`config.mk`:
```
export PLATFORM = sky130hd
export DESIGN_NAME = sfc_frontend
export DESIGN_NICKNAME = d
export VERILOG_FILES = /design/src/include/sfc_pkg.sv /design/src/sfc_frontend.sv
export SDC_FILE = /design/constraint.sdc
export NUM_CORES = 1
export LEC_CHECK = 0
export ABC_AREA = 1
export BUFFER_PORTS_ARGS = -buffer_cell sky130_fd_sc_hd__buf_4
export CORE_MARGIN = 1
export CORE_UTILIZATION = 43
export CTS_CLUSTER_DIAMETER = 200
export DETAILED_ROUTE_END_ITERATION = 8
export GPL_TIMING_DRIVEN = 0
export PLACE_DENSITY_LB_ADDON = 0.15
export RECOVER_POWER = 100
export SYNTH_ARGS = -nofsm -noshare
export SYNTH_HDL_FRONTEND = slang
export SYNTH_SLANG_ARGS = --single-unit
```
`constraint.sdc`:
```
create_clock -name ref_clk -period 2.5 [get_ports ref_clk]
set_input_delay 0.375 -clock ref_clk [delete_from_list [all_inputs] [get_ports ref_clk]]
set_output_delay 0.375 -clock ref_clk [all_outputs]
set_load 0.05 [all_outputs]
```
`src/include/sfc_pkg.sv`:
```
package sfc_pkg;
  // =====================================================================
  // opcodes
  localparam logic [7:0] OP_WREN   = 8'h06;
  localparam logic [7:0] OP_WRDI   = 8'h04;
  localparam logic [7:0] OP_RDSR1  = 8'h05;
  localparam logic [7:0] OP_RDSR2  = 8'h35;
  localparam logic [7:0] OP_RDSR3  = 8'h15;
  localparam logic [7:0] OP_WRSR1  = 8'h01;
  localparam logic [7:0] OP_WRSR2  = 8'h31;
  localparam logic [7:0] OP_WRSR3  = 8'h11;
  localparam logic [7:0] OP_READ   = 8'h03;
  localparam logic [7:0] OP_FREAD  = 8'h0B;
  localparam logic [7:0] OP_DOREAD = 8'h3B;
  localparam logic [7:0] OP_QOREAD = 8'h6B;
  localparam logic [7:0] OP_DIOREAD = 8'hBB;
  localparam logic [7:0] OP_QIOREAD = 8'hEB;
  localparam logic [7:0] OP_UID    = 8'h4B;
  localparam logic [7:0] OP_PP     = 8'h02;
  localparam logic [7:0] OP_QPP    = 8'h32;
  localparam logic [7:0] OP_SE     = 8'h20;
  localparam logic [7:0] OP_BE32   = 8'h52;
  localparam logic [7:0] OP_BE64   = 8'hD8;
  localparam logic [7:0] OP_CE1    = 8'hC7;
  localparam logic [7:0] OP_CE2    = 8'h60;
  localparam logic [7:0] OP_DPD    = 8'hB9;
  localparam logic [7:0] OP_RDPD   = 8'hAB;
  localparam logic [7:0] OP_PSR    = 8'h42;
  localparam logic [7:0] OP_ESR    = 8'h44;
  // =====================================================================
  // phase lengths in serial clocks
  localparam logic [5:0] N_ADDR    = 6'h18;
  localparam logic [5:0] N_DUMMY8  = 6'h08;
  localparam logic [5:0] N_DIO_LO  = 6'h04;
  localparam logic [5:0] N_DIO_HI  = 6'h08;
  localparam logic [5:0] N_QIO_LO  = 6'h06;
  localparam logic [5:0] N_QIO_HI  = 6'h0A;
  localparam logic [5:0] N_UID     = 6'h20;
  localparam logic [5:0] N_RDPD_ID = 6'h18;
  localparam logic [8:0] PAGE_MAX  = 9'h100;
  // status bit positions
  localparam int SB_LOCK1 = 11;
  localparam int SB_LOCK3 = 13;
  localparam int SB_CMP   = 14;
  localparam int SB_DC    = 16;
  localparam logic [23:0] STATUS_RESET = 24'h000000;
  // =====================================================================
  typedef enum logic [2:0] {
    SFC_K_NONE, SFC_K_PROG, SFC_K_ERASE, SFC_K_CHIP, SFC_K_WRSR, SFC_K_SEC_PROG, SFC_K_SEC_ERASE
  } sfc_kind_t;
  // command handed to the array engine
  typedef struct packed {
    sfc_kind_t   kind;
    logic [7:0]  opcode;
    logic [23:0] addr;
    logic [8:0]  nbytes;
  } sfc_exec_t;
endpackage

```
`src/sfc_frontend.sv`:
```
`timescale 1ns/10ps
// What this block does
// - three lock bits reset to zero; each set to one by status write.
// - a set lock bit never clears; its security register refuses program and erase.
// - protect_complement held in status bit 14, reset zero, passed to protection.
// - dual I/O read inserts 4 dummy clocks, 8 when dummy_cycle_select set.
// - quad I/O read inserts 6 dummy clocks, 10 when dummy_cycle_select set.
// - bits sampled on rising serial clock, msb first, after select falls.
// - eight-bit opcode first, then address, data, both or nothing.
// - read commands stream output until the host raises select.
// - write-type commands execute only when clock count is multiple of eight.
// - partial page-program byte: no programming, write_latch_flag stays set.
// - dual-output read takes three address bytes and 8 dummy clocks.
// - quad-output read takes three address bytes and 8 dummy clocks.
// - unique-id read has 32 dummy clocks covering address time, then data.
// - mode_byte clocks of dual/quad I/O reads count as dummy clocks.
// - release opcode wakes; after 24 dummy clocks it outputs device id.
// - write_latch_flag zero refuses status writes, program and erase.
// - busy_flag one while program, erase or status write runs.
module sfc_frontend #(
  parameter int ADDR_BITS = 24
) (
  input  wire logic              ref_clk,
  input  wire logic              reset,
  input  wire logic              select_n,
  input  wire logic              serial_clk,
  input  wire logic              serial_in,
  input  wire logic              engine_done,
  output logic                   exec_valid,
  output sfc_pkg::sfc_exec_t     exec_cmd,
  output logic                   data_valid,
  output logic [7:0]             data_byte,
  output logic                   read_start,
  output logic [7:0]             read_opcode,
  output logic [ADDR_BITS-1:0]   read_addr,
  output logic                   read_active,
  output logic                   id_out_active,
  output logic                   deep_power_down,
  output logic [23:0]            status,
  output logic                   write_latch_flag,
  output logic                   busy_flag,
  output logic [2:0]             security_locks,
  output logic                   protect_complement,
  output logic                   dummy_cycle_select
);
  // =====================================================================
  // pin synchronisers
  logic [1:0] cs_sync;
  logic [1:0] ck_sync;
  logic [1:0] di_sync;
  logic       ck_prev;
  logic       cs_prev;

  // two flops per pin, then edge detection on the second stage only
  always_ff @(posedge ref_clk) begin
    if (reset) begin
      cs_sync <= 2'h3;
      ck_sync <= 2'h0;
      di_sync <= 2'h0;
      ck_prev <= 1'b0;
      cs_prev <= 1'b1;
    end else begin
      cs_sync <= {cs_sync[0], select_n};
      ck_sync <= {ck_sync[0], serial_clk};
      di_sync <= {di_sync[0], serial_in};
      ck_prev <= ck_sync[1];
      cs_prev <= cs_sync[1];
    end
  end

  logic cs_low;
  logic rise;
  logic cs_rise;
  logic din;
  assign cs_low  = ~cs_sync[1];
  assign rise    = cs_low & ck_sync[1] & ~ck_prev;
  assign cs_rise = cs_sync[1] & ~cs_prev;
  assign din     = di_sync[1];

  // =====================================================================
  // frame decoder
  typedef enum logic [2:0] {ST_OP, ST_ADDR, ST_DUMMY, ST_DATA, ST_OUT, ST_IGNORE} sfc_state_t;
  sfc_state_t state;
  logic [7:0]  opcode;
  logic [7:0]  shreg;
  logic [2:0]  bitcnt;
  logic [5:0]  phase_cnt;
  logic [23:0] addr;
  logic [8:0]  nbytes;
  logic        mid_byte;
  logic [7:0]  shifted;
  logic [23:0] next_addr;
  logic        has_addr;
  logic        is_read;
  logic [5:0]  dummy_len;
  logic [5:0]  dummy_len_q;
  logic        read_q;

  assign shifted   = {shreg[6:0], din};
  assign next_addr = {addr[22:0], din};

  // address and dummy needs of the opcode just received
  always_comb begin
    has_addr  = 1'b0;
    is_read   = 1'b0;
    dummy_len = 6'h00;
    unique case (shifted)
      sfc_pkg::OP_READ: begin
        has_addr = 1'b1;
        is_read  = 1'b1;
      end
      sfc_pkg::OP_FREAD, sfc_pkg::OP_DOREAD, sfc_pkg::OP_QOREAD: begin
        has_addr  = 1'b1;
        is_read   = 1'b1;
        dummy_len = sfc_pkg::N_DUMMY8;
      end
      sfc_pkg::OP_DIOREAD: begin
        has_addr  = 1'b1;
        is_read   = 1'b1;
        dummy_len = dummy_cycle_select ? sfc_pkg::N_DIO_HI : sfc_pkg::N_DIO_LO;
      end
      sfc_pkg::OP_QIOREAD: begin
        has_addr  = 1'b1;
        is_read   = 1'b1;
        dummy_len = dummy_cycle_select ? sfc_pkg::N_QIO_HI : sfc_pkg::N_QIO_LO;
      end
      sfc_pkg::OP_UID: begin
        is_read   = 1'b1;
        dummy_len = sfc_pkg::N_UID;
      end
      sfc_pkg::OP_RDSR1, sfc_pkg::OP_RDSR2, sfc_pkg::OP_RDSR3: is_read = 1'b1;
      sfc_pkg::OP_RDPD: is_read = 1'b1;
      sfc_pkg::OP_PP, sfc_pkg::OP_QPP, sfc_pkg::OP_SE, sfc_pkg::OP_BE32, sfc_pkg::OP_BE64,
      sfc_pkg::OP_PSR, sfc_pkg::OP_ESR: has_addr = 1'b1;
      default: begin
      end
    endcase
  end

  function automatic logic known_op(input logic [7:0] op);
    unique case (op)
      sfc_pkg::OP_WREN, sfc_pkg::OP_WRDI, sfc_pkg::OP_WRSR1, sfc_pkg::OP_WRSR2, sfc_pkg::OP_WRSR3,
      sfc_pkg::OP_CE1, sfc_pkg::OP_CE2, sfc_pkg::OP_DPD, sfc_pkg::OP_RDPD: known_op = 1'b1;
      default: known_op = 1'b0;
    endcase
  endfunction

  // serial sequencing of opcode, address, dummy, data and output phases
  always_ff @(posedge ref_clk) begin
    if (reset || !cs_low) begin
      state     <= ST_OP;
      bitcnt    <= 3'h0;
      phase_cnt <= 6'h00;
      shreg     <= 8'h00;
      if (reset) begin
        opcode   <= 8'h00;
        addr     <= 24'h000000;
        nbytes   <= 9'h000;
        mid_byte <= 1'b0;
      end
    end else if (rise) begin
      bitcnt   <= bitcnt + 3'h1;
      shreg    <= shifted;
      mid_byte <= (bitcnt != 3'h7);
      unique case (state)
        ST_OP: if (bitcnt == 3'h7) begin
          opcode    <= shifted;
          addr      <= 24'h000000;
          nbytes    <= 9'h000;
          phase_cnt <= 6'h00;
          if (has_addr) state <= ST_ADDR;
          else if (dummy_len != 6'h00) state <= ST_DUMMY;
          else if (is_read) state <= ST_OUT;
          else if (known_op(shifted)) state <= ST_DATA;
          else state <= ST_IGNORE;
        end
        ST_ADDR: begin
          addr      <= next_addr;
          phase_cnt <= phase_cnt + 6'h01;
          if (phase_cnt == sfc_pkg::N_ADDR - 6'h01) begin
            phase_cnt <= 6'h00;
            if (dummy_len_q != 6'h00) state <= ST_DUMMY;
            else if (read_q) state <= ST_OUT;
            else state <= ST_DATA;
          end
        end
        ST_DUMMY: begin
          phase_cnt <= phase_cnt + 6'h01;
          if (phase_cnt == dummy_len_q - 6'h01) state <= ST_OUT;
        end
        ST_DATA: if (bitcnt == 3'h7 && nbytes != sfc_pkg::PAGE_MAX) begin
          nbytes <= nbytes + 9'h001;
        end
        ST_OUT: begin
          // release opcode: count the id clocks
          if (phase_cnt != sfc_pkg::N_RDPD_ID) phase_cnt <= phase_cnt + 6'h01;
        end
        ST_IGNORE: begin
        end
      endcase
    end
  end

  // dummy length and read flag remembered for the later phases
  always_ff @(posedge ref_clk) begin
    if (reset) begin
      dummy_len_q <= 6'h00;
      read_q      <= 1'b0;
    end else if (rise && state == ST_OP && bitcnt == 3'h7) begin
      dummy_len_q <= dummy_len;
      read_q      <= is_read;
    end
  end

  // =====================================================================
  // read and data strobes toward the array side
  always_ff @(posedge ref_clk) begin
    if (reset) begin
      read_start    <= 1'b0;
      read_opcode   <= 8'h00;
      read_addr     <= '0;
      read_active   <= 1'b0;
      data_valid    <= 1'b0;
      data_byte     <= 8'h00;
      id_out_active <= 1'b0;
    end else begin
      read_start <= rise && ((state == ST_OP && bitcnt == 3'h7 && is_read && !has_addr && dummy_len == 6'h00) ||
                   (state == ST_ADDR && phase_cnt == sfc_pkg::N_ADDR - 6'h01 && read_q && dummy_len_q == 6'h00) ||
                   (state == ST_DUMMY && phase_cnt == dummy_len_q - 6'h01));
      if (rise && state == ST_OP && bitcnt == 3'h7) read_opcode <= shifted;
      if (rise && state == ST_ADDR) read_addr <= next_addr[ADDR_BITS-1:0];
      read_active   <= cs_low && state == ST_OUT;
      id_out_active <= cs_low && state == ST_OUT && opcode == sfc_pkg::OP_RDPD &&
                       phase_cnt == sfc_pkg::N_RDPD_ID;
      data_valid    <= rise && state == ST_DATA && bitcnt == 3'h7 && nbytes != sfc_pkg::PAGE_MAX;
      if (rise && state == ST_DATA && bitcnt == 3'h7) data_byte <= shifted;
    end
  end

  // =====================================================================
  // commit on select rising
  logic       commit_ok;
  logic       wel_ok;
  logic [1:0] sec_idx;
  assign commit_ok = cs_rise && !mid_byte && state == ST_DATA;
  assign wel_ok    = write_latch_flag && !busy_flag;
  assign sec_idx   = addr[13:12] - 2'h1;

  logic wrsr_go;
  logic prog_go;
  logic erase_go;
  logic sec_ok;
  assign sec_ok   = (addr[13:12] != 2'h0) && !security_locks[sec_idx];
  assign wrsr_go  = commit_ok && wel_ok && nbytes != 9'h000 &&
                    (opcode == sfc_pkg::OP_WRSR1 || opcode == sfc_pkg::OP_WRSR2 || opcode == sfc_pkg::OP_WRSR3);
  assign prog_go  = commit_ok && wel_ok && nbytes != 9'h000 &&
                    (opcode == sfc_pkg::OP_PP || opcode == sfc_pkg::OP_QPP ||
                     (opcode == sfc_pkg::OP_PSR && sec_ok));
  assign erase_go = commit_ok && wel_ok &&
                    (opcode == sfc_pkg::OP_SE || opcode == sfc_pkg::OP_BE32 || opcode == sfc_pkg::OP_BE64 ||
                     opcode == sfc_pkg::OP_CE1 || opcode == sfc_pkg::OP_CE2 || (opcode == sfc_pkg::OP_ESR && sec_ok));

  // first and latest data bytes kept for status writes
  logic [15:0] wr_data;
  always_ff @(posedge ref_clk) begin
    if (reset) wr_data <= 16'h0000;
    else if (rise && state == ST_DATA && bitcnt == 3'h7) wr_data <= (nbytes == 9'h000) ? {shifted, 8'h00} :
                                                                      {wr_data[15:8], shifted};
  end

  // =====================================================================
  // non-volatile status bits
  logic [23:0] next_status;
  always_comb begin
    next_status = status;
    unique case (opcode)
      sfc_pkg::OP_WRSR1: begin
        next_status[7:2] = wr_data[15:10];
        if (nbytes == 9'h002) begin
          next_status[14:8]  = {wr_data[6], wr_data[5:3] | status[13:11], wr_data[2:0]};
          next_status[15]    = status[15];
          next_status[10]    = status[10];
        end
      end
      sfc_pkg::OP_WRSR2: next_status[14:11] = {wr_data[14], wr_data[13:11] | status[13:11]};
      sfc_pkg::OP_WRSR3: next_status[sfc_pkg::SB_DC] = wr_data[8];
      default: begin
      end
    endcase
  end

  // whole status word in one process; bits 1 and 0 mirror latch and busy
  always_ff @(posedge ref_clk) begin
    if (reset) begin
      status <= sfc_pkg::STATUS_RESET;
    end else begin
      if (wrsr_go) status[23:2] <= next_status[23:2];
      status[1:0] <= {write_latch_flag, busy_flag};
    end
  end

  // =====================================================================
  // write latch, busy and power state
  always_ff @(posedge ref_clk) begin
    if (reset) begin
      write_latch_flag <= 1'b0;
      busy_flag        <= 1'b0;
      deep_power_down  <= 1'b0;
    end else begin
      if (busy_flag && engine_done) begin
        busy_flag        <= 1'b0;
        write_latch_flag <= 1'b0;
      end else if (wrsr_go || prog_go || erase_go) begin
        busy_flag <= 1'b1;
      end else if (commit_ok && opcode == sfc_pkg::OP_WREN && !busy_flag) begin
        write_latch_flag <= 1'b1;
      end else if (commit_ok && opcode == sfc_pkg::OP_WRDI && !busy_flag) begin
        write_latch_flag <= 1'b0;
      end
      if (commit_ok && opcode == sfc_pkg::OP_DPD && !busy_flag) deep_power_down <= 1'b1;
      if (rise && state == ST_OP && bitcnt == 3'h7 && shifted == sfc_pkg::OP_RDPD) deep_power_down <= 1'b0;
    end
  end

  // command handed to the engine; partial bytes never reach here
  always_ff @(posedge ref_clk) begin
    if (reset) begin
      exec_valid <= 1'b0;
      exec_cmd   <= '0;
    end else begin
      exec_valid <= wrsr_go || prog_go || erase_go;
      if (wrsr_go || prog_go || erase_go) begin
        exec_cmd.opcode <= opcode;
        exec_cmd.addr   <= addr;
        exec_cmd.nbytes <= nbytes;
        if (wrsr_go) exec_cmd.kind <= sfc_pkg::SFC_K_WRSR;
        else if (opcode == sfc_pkg::OP_PSR) exec_cmd.kind <= sfc_pkg::SFC_K_SEC_PROG;
        else if (opcode == sfc_pkg::OP_ESR) exec_cmd.kind <= sfc_pkg::SFC_K_SEC_ERASE;
        else if (prog_go) exec_cmd.kind <= sfc_pkg::SFC_K_PROG;
        else if (opcode == sfc_pkg::OP_CE1 || opcode == sfc_pkg::OP_CE2) exec_cmd.kind <= sfc_pkg::SFC_K_CHIP;
        else exec_cmd.kind <= sfc_pkg::SFC_K_ERASE;
      end
    end
  end

  // derived views of the status word
  always_ff @(posedge ref_clk) begin
    if (reset) begin
      security_locks     <= 3'h0;
      protect_complement <= 1'b0;
      dummy_cycle_select <= 1'b0;
    end else begin
      security_locks     <= status[sfc_pkg::SB_LOCK3:sfc_pkg::SB_LOCK1];
      protect_complement <= status[sfc_pkg::SB_CMP];
      dummy_cycle_select <= status[sfc_pkg::SB_DC];
    end
  end
endmodule

```
==> run metrics, run 1 <==
clock-pin slew reported for the worst setup and hold paths after clock tree synthesis 0.08 ns; final design area excluding fillers 9930 um2; maximum number of pins on one net before global-route repair 25; Max clock buf depth 2; CTS Buf Count 17; wire length of the first global-routing pass 35.3 mm; Antenna diodes 0; aggregate global routing overflow 0; category of the worst setup path capture point flip-flop; dominant combinational cell family by area after synthesis simple AND/OR/NAND/NOR gates; worst reg-to-reg path cell count 8; number of vias in the routed layout 7,444; worst voltage drop across the vdd grid 0.450 mV; via count of the first global-routing pass 6,799; drt via density 4.94; wire length per cell after detailed routing 15.2 um; Die Y-Extent 143 um; post-route antenna net violation count 0; area used by multi-input combinational logic 3330 um2; shortest period the worst path allows 2.31 ns; post-synthesis register bit count 199; number of pins exceeding their max-slew limit in the final report 0; adder and majority cell fraction of the synthesized area 1.61%; register area 4400 um2; parity-gate share of the synthesized area counting xor and xnor cells 0.511%; net load switching power 1.59 mW; hold violation total from the final report 0; ys flop type sky130_fd_sc_hd__dfxtp_1; outcome completed; areal power density over the cells 644 nW/um2; half-perimeter wire length after detailed placement 16.8 mm; Combinational Power Share 3.2%; CTS Root Buffer Type sky130_fd_sc_hd__clkbuf_16; IO buf count 116; Highest Clock Rate 433 MHz; post-synthesis simple-gate area fraction 23.1%; sequential element share of the synthesized area 51.4%; post-CTS repair timing setup buffer count 0; minimum setup slack after placement -0.0507 ns; clock tree from TritonCTS done; # rows 51; compound-gate portion of the synthesized area 13.6%; number of enable flip-flop cells after synthesis 42; growth of design area from synthesis to finish 15.9%; most frequent standard cell in the layout excluding fill and tap cells sky130_fd_sc_hd__nand2_1; IO Count 127; clock group share of total power 44.8%; detailed-route wire length 22.9 mm; RSZ-0062 raised after global routing false; average cell area after synthesis 7.90 um2; die width 143 um; number of stages on the worst hold path 2; global placement routability congestion 0.890; required arrival time at the worst endpoint 2.80 ns; clock sink count 199; count of fill cells added during filler insertion 2,066; class of the worst hold path in2reg; final net count 1,245; largest fanout on the critical path 10; final worst slack 0.189 ns; library cells used by synthesis 46; Clock H-tree levels 4; cell count after synthesis 1,085; # setup viols final 0; internal power of the cells 4.80 mW; CP Launch Type flip-flop; ratio of cells with drive above 1 in the final layout 6.93%; Post-Syn Area 8570 um2; standard cell area after detailed placement 9800 um2; count of unresolved DRC violations after routing 0; worst-margin pin slew 1.01 ns; max-cap viol count 0; first-pass detailed-route iteration total 5; number of DRC markers in iteration 0 422; worst-skew pair later-pin latency 0.45 ns; standby leakage power 3.99 nW; worst relative slew slack 32.8%; number of antenna violations at the first check in global routing 0; initial standard-cell utilization of the core 43.9%; proportion of register bits with asynchronous set or reset after synthesis 0%; part of the power in registers 52.0%; data arrival time of the critical path 2.61 ns; CP Class reg2reg; Switching Share 24.9%; Post-Route Skew 0.0203 ns; Period Utilization, post-route 92.4%; most used cells in the layout excluding fill and tap cells sky130_fd_sc_hd__nand2_1 (233), sky130_fd_sc_hd__dfxtp_1 (157), sky130_fd_sc_hd__nor2_1 (149); portion of netlist area occupied by mux cells 0%; area enclosed by the die boundary 20,500 um2; core box area 19,500 um2; yosys synthesis warning count 0; total routing usage reported by global routing 22.8%
state kept, by name, summed over array words and instances (netlist names), 2 cells and up:
signal,cells
shreg,7
data_byte,8
dummy_len_q,4
wr_data,13
phase_cnt,6
state,3
bitcnt,3
security_locks,3
nbytes,9
addr,24
read_addr,24
di_sync,2
exec_cmd,44
status,15
ck_sync,2
read_opcode,8
cs_sync,2
opcode,8
critical path, cell delays in order, from the launching register on:
cell                       delay [ns]
sky130_fd_sc_hd__dfxtp_1         0.31
sky130_fd_sc_hd__inv_1           0.04
sky130_fd_sc_hd__or2_1           0.20
sky130_fd_sc_hd__buf_2           0.21
sky130_fd_sc_hd__nor2_8          0.15
sky130_fd_sc_hd__nand2_1         0.18
sky130_fd_sc_hd__nor2_1          0.41
sky130_fd_sc_hd__clkbuf_1        0.50
sky130_fd_sc_hd__a211oi_1        0.16
cells in the mapped netlist (3+ instances only):
library cell / number / share of area (%)
sky130_fd_sc_hd__o2111ai_1: 3 / 0.31
sky130_fd_sc_hd__nand4_1: 7 / 0.51
sky130_fd_sc_hd__buf_4: 12 / 1.1
sky130_fd_sc_hd__nor3_1: 17 / 0.99
sky130_fd_sc_hd__inv_2: 9 / 0.39
sky130_fd_sc_hd__dfxtp_1: 157 / 37
sky130_fd_sc_hd__nor4_1: 3 / 0.22
sky130_fd_sc_hd__o211ai_1: 3 / 0.26
sky130_fd_sc_hd__a31oi_1: 3 / 0.22
sky130_fd_sc_hd__a211oi_1: 11 / 0.96
sky130_fd_sc_hd__ha_1: 11 / 1.6
sky130_fd_sc_hd__nand2_1: 232 / 10
sky130_fd_sc_hd__a21oi_1: 125 / 7.3
sky130_fd_sc_hd__or2_2: 3 / 0.22
sky130_fd_sc_hd__nor2_2: 5 / 0.36
sky130_fd_sc_hd__nand3_1: 33 / 1.9
sky130_fd_sc_hd__nor2_1: 147 / 6.4
sky130_fd_sc_hd__o21ai_0: 59 / 3.4
sky130_fd_sc_hd__xor2_1: 4 / 0.41
sky130_fd_sc_hd__a22oi_1: 3 / 0.26
sky130_fd_sc_hd__buf_2: 9 / 0.53
sky130_fd_sc_hd__nor2_4: 3 / 0.39
sky130_fd_sc_hd__inv_1: 125 / 5.5
sky130_fd_sc_hd__edfxtp_1: 42 / 15
sky130_fd_sc_hd__clkbuf_1: 20 / 0.88
sky130_fd_sc_hd__o21ai_1: 6 / 0.35
sky130_fd_sc_hd__buf_6: 9 / 1.2
sky130_fd_sc_hd__nand2_2: 4 / 0.29
power groups by stage:
| stage | Sequential, mW | Combinational (mW) | Clock (mW) |
|---|---|---|---|
| final | 3.33 | 0.203 | 2.86 |
| after global routing | 3.33 | 0.222 | 3.03 |
| after CTS | 3.33 | 0.204 | 2.90 |
| after detailed placement | 3.40 | 0.203 | 0 |
| after global placement | 3.40 | 0.203 | 0 |
| after floorplan | 3.39 | 0.146 | 0 |
kinds of logic after synthesis:
family          after synthesis
flops                       199
xor+xnor                      5
buf+inv                     188
compound gates              217
other cells                   1
fa+ha+maj                    11
simple gates                464
per-layer routing:
metal / GRT usage, % / wire [um] / vias to the layer above
li1: - / - / 3786
met1: 29.8 / 10700 / 3442
met2: 36.4 / 10500 / 186
met3: 4.53 / 1150 / 30
met4: 9.85 / 512 / 0
met5: 0 / 0 / -
final timing paths:
kind / from / end / slack [ns]
setup / recovery: ck_sync[1] / read_opcode[1] / 0.19
hold / removal: select_n / cs_sync[0] / 0.13
setup reg to reg: ck_sync[1] / read_opcode[1] / 0.19
hold reg to reg: di_sync[0] / di_sync[1] / 0.41
stage by stage:
step	TNS, ns	total power [mW]	hold WS [ns]	std cells	util [%]
floorplan	0	3.54	0.388	1093	-
global placement	-2.37	3.60	0.391	1474	50.2
detailed placement	-1.51	3.60	0.396	1474	50.2
CTS	0	6.43	0.123	1506	53.4
global route	0	6.58	0.116	1506	50.9
finish	0	6.39	0.133	1506	50.9
final cells by class:
type	instances	area share [%]
Sequential cell	199	44.3
Multi-Input combinational cell	706	33.5
Inverter	136	5.16
Timing Repair Buffer	116	4.53
Clock buffer	17	4.28
Tap cell	265	3.34
Buffer	52	2.78
Clock inverter	15	2.03
timing repair:
| action | in CTS | in global routing |
|---|---|---|
| hold buffers | 0 | 0 |
| resized for setup | 0 | 1 |
| endpoints found under the hold margin | 0 | 0 |
| endpoints found under the setup margin | 0 | 9 |
(Power assumes the default switching activity.)
==> inputs of run 2 (changes only) <==
--- a/config.mk
+++ b/config.mk
@@ -8,7 +8,7 @@
 export ABC_AREA = 1
 export BUFFER_PORTS_ARGS = -buffer_cell sky130_fd_sc_hd__buf_4
 export CORE_MARGIN = 1
-export CORE_UTILIZATION = 43
+export CORE_UTILIZATION = 55
 export CTS_CLUSTER_DIAMETER = 200
 export DETAILED_ROUTE_END_ITERATION = 8
 export GPL_TIMING_DRIVEN = 0
==> constraint.sdc (replaced) <==
create_clock -name ref_clk -period 2.5 [get_ports ref_clk]
set_input_delay 0.125 -clock ref_clk [delete_from_list [all_inputs] [get_ports ref_clk]]
set_output_delay 0.125 -clock ref_clk [all_outputs]
set_load 0.05 [all_outputs]
==> run metrics, run 2 (same netlist as run 1, synthesis figures left out) <==
Worst path slowest cell sky130_fd_sc_hd__clkbuf_1; number of vias in the routed layout 7,565 (+1.6%); IO Count 127 (unchanged); wire length of the first global-routing pass 33.8 mm (-4.5%); final net count 1,250 (+0.40%); CTS Root Buffer Type sky130_fd_sc_hd__clkbuf_16; total placed cells including tap cells 1,397 (-5.2%); final setup TNS 0 ns (unchanged); clock tree from TritonCTS done; # rows 45 (-12%); required arrival time at the worst endpoint 2.83 ns (+0.03 ns); cell breakdown of the critical path inv_1 -> or2_1 -> clkbuf_1 -> nor2_8 -> inv_1 -> nor2_1 -> clkbuf_1 -> clkbuf_2 -> a21oi_1; worst relative slew slack 47.0% (+14 points); max-cap viol count 0 (unchanged); maximum number of pins on one net before global-route repair 25 (unchanged); clock-pin slew reported for the worst setup and hold paths after clock tree synthesis 0.08 ns (about the same); CTS Buf Count 17 (unchanged); RSZ-0062 raised after global routing false; worst-margin pin slew 0.795 ns (-0.212 ns); number of pins exceeding their max-slew limit in the final report 0 (unchanged); detailed-route wire length 21.2 mm (-7.4%); category of the worst setup path capture point flip-flop; # setup viols final 0 (unchanged); Die Y-Extent 127 um (-11%); die width 127 um (-11%); Post-Route Skew 0.0107 ns (-0.00952 ns); largest fanout on the critical path 10 (unchanged); Clock H-tree levels 4 (unchanged); top register by number of flip-flops exec_cmd; initial standard-cell utilization of the core 56.4% (+12 points); Highest Clock Rate 430 MHz (-0.57%); class of the worst hold path in2reg; wire length per cell after detailed routing 14.8 um (-2.8%); count of unresolved DRC violations after routing 0 (unchanged); standby leakage power 4.00 nW (+0.34%); hold violation total from the final report 0 (unchanged); final design area excluding fillers 9850 um2 (-0.88%); registers with the most flip-flops exec_cmd (44), addr (24), read_addr (24); ratio of cells with drive above 1 in the final layout 7.38% (+0.45 points); Final Non-Filler Cells 1,434 (-4.8%); most frequent standard cell in the layout excluding fill and tap cells sky130_fd_sc_hd__nand2_1; CP Launch Type flip-flop; clock sink count 199 (unchanged); standard cell area after detailed placement 9710 um2 (-0.98%); growth of design area from synthesis to finish 14.9%; worst voltage drop across the vdd grid 0.451 mV (+0.19%); Antenna diodes 0 (unchanged); aggregate global routing overflow 0 (unchanged); CP Class reg2reg; crit-path max cell delay 0.39 ns (-0.11 ns); half-perimeter wire length after detailed placement 15.3 mm (-8.5%); total power 6.22 mW (-2.7%); Crit path max-delay family buffers and inverters; first-pass detailed-route iteration total 5 (unchanged); number of antenna violations at the first check in global routing 0 (unchanged); via count of the first global-routing pass 6,872 (+1.1%); area enclosed by the die boundary 16,100 um2 (-22%); total routing usage reported by global routing 26.9% (+4.2 points); IO buf count 116 (unchanged); core box area 15,200 um2 (-22%); most used cells in the layout excluding fill and tap cells sky130_fd_sc_hd__nand2_1 (233), sky130_fd_sc_hd__dfxtp_1 (157), sky130_fd_sc_hd__nor2_1 (148); Max clock buf depth 2 (unchanged); Period Utilization, post-route 93.0% (+0.53 points); flip-flop count of the largest register, all copies and words added 44 (unchanged); data arrival time of the critical path 2.65 ns (+0.04 ns); worst-skew pair later-pin latency 0.45 ns (about the same); post-route antenna net violation count 0 (unchanged); shortest period the worst path allows 2.32 ns (+0.0133 ns); drt via density 5.28 (+6.7%); areal power density over the cells 632 nW/um2 (-1.9%); global placement routability congestion 0.981 (+10%); number of DRC markers in iteration 0 666 (+58%); outcome completed; Buf/Inv on CP 5 (+2)
[run 2: cell count changes in the layout (fill, tap and decap cells not counted), moves of 3 or more]
cell                            change
sky130_fd_sc_hd__inv_1              -3
sky130_fd_sc_hd__clkbuf_2           +3
sky130_fd_sc_hd__dlygate4sd3_1      +4
sky130_fd_sc_hd__inv_6              +5
[run 2: path summary, 6_finish.rpt]
check | startpoint | to | slack [ns] | cells past startpoint
setup / recovery | ck_sync[1] | read_addr[10] | 0.18 | 9
hold reg to reg | di_sync[0] | di_sync[1] | 0.40 | 2
hold / removal | reset | wr_data[3] | 0.38 | 3
setup reg to reg | ck_sync[1] | read_addr[10] | 0.18 | 9
[run 2: worst register-to-register path, stage by stage (launching register included)]
cell and delay (ns):
sky130_fd_sc_hd__dfxtp_1 0.32, sky130_fd_sc_hd__inv_1 0.04, sky130_fd_sc_hd__or2_1 0.20, sky130_fd_sc_hd__clkbuf_1 0.30
sky130_fd_sc_hd__nor2_8 0.24, sky130_fd_sc_hd__inv_1 0.07, sky130_fd_sc_hd__nor2_1 0.18, sky130_fd_sc_hd__clkbuf_1 0.39
sky130_fd_sc_hd__clkbuf_2 0.34, sky130_fd_sc_hd__a21oi_1 0.12
[run 2: cell type report]
type	count	area, um2
tap	188	235
fill	1384	5360
inverter	136	517
timing repair inverter	1	7.51
multi-input combinational	706	3340
buffer	52	272
clock buffer	17	425
sequential	199	4400
clock inverter	15	156
timing repair buffer	120	490
[run 2: per-layer routing]
layer | up-vias | share of wire (%) | global-route usage (%)
met5 | - | 0 | 0
met4 | 0 | 2.2 | 9.24
met3 | 39 | 6.7 | 5.15
met2 | 287 | 46 | 44.6
met1 | 3459 | 45 | 35.4
li1 | 3780 | - | -
[run 2: metrics by stage]
| stage | hold WS, ns | worst slack [ns] | util (%) |
|---|---|---|---|
| final | 0.375 | 0.176 | 64.8 |
| after detailed placement | 0.320 | 0.202 | 63.9 |
| after CTS | 0.352 | 0.179 | 68.0 |
| after floorplan | 0.229 | 0.598 | - |
| after global routing | 0.387 | 0.00551 | 64.8 |
| after global placement | 0.320 | 0.226 | 63.9 |
[run 2: report_power, final]
| group | leakage [nW] | total [mW] | switching [mW] | internal (mW) |
|---|---|---|---|---|
| sequential | 1.70 | 3.33 | 0.0269 | 3.30 |
| clock | 0.284 | 2.68 | 1.35 | 1.34 |
| combinational | 2.02 | 0.207 | 0.158 | 0.0492 |
| total | 4.00 | 6.22 | 1.53 | 4.69 |
[run 2: what timing repair did]
item,CTS,global route
endpoints found under the hold margin,5,0
hold buffers,4,0
setup endpoints to repair,0,24
resized for setup,0,2
buffers inserted,0,0
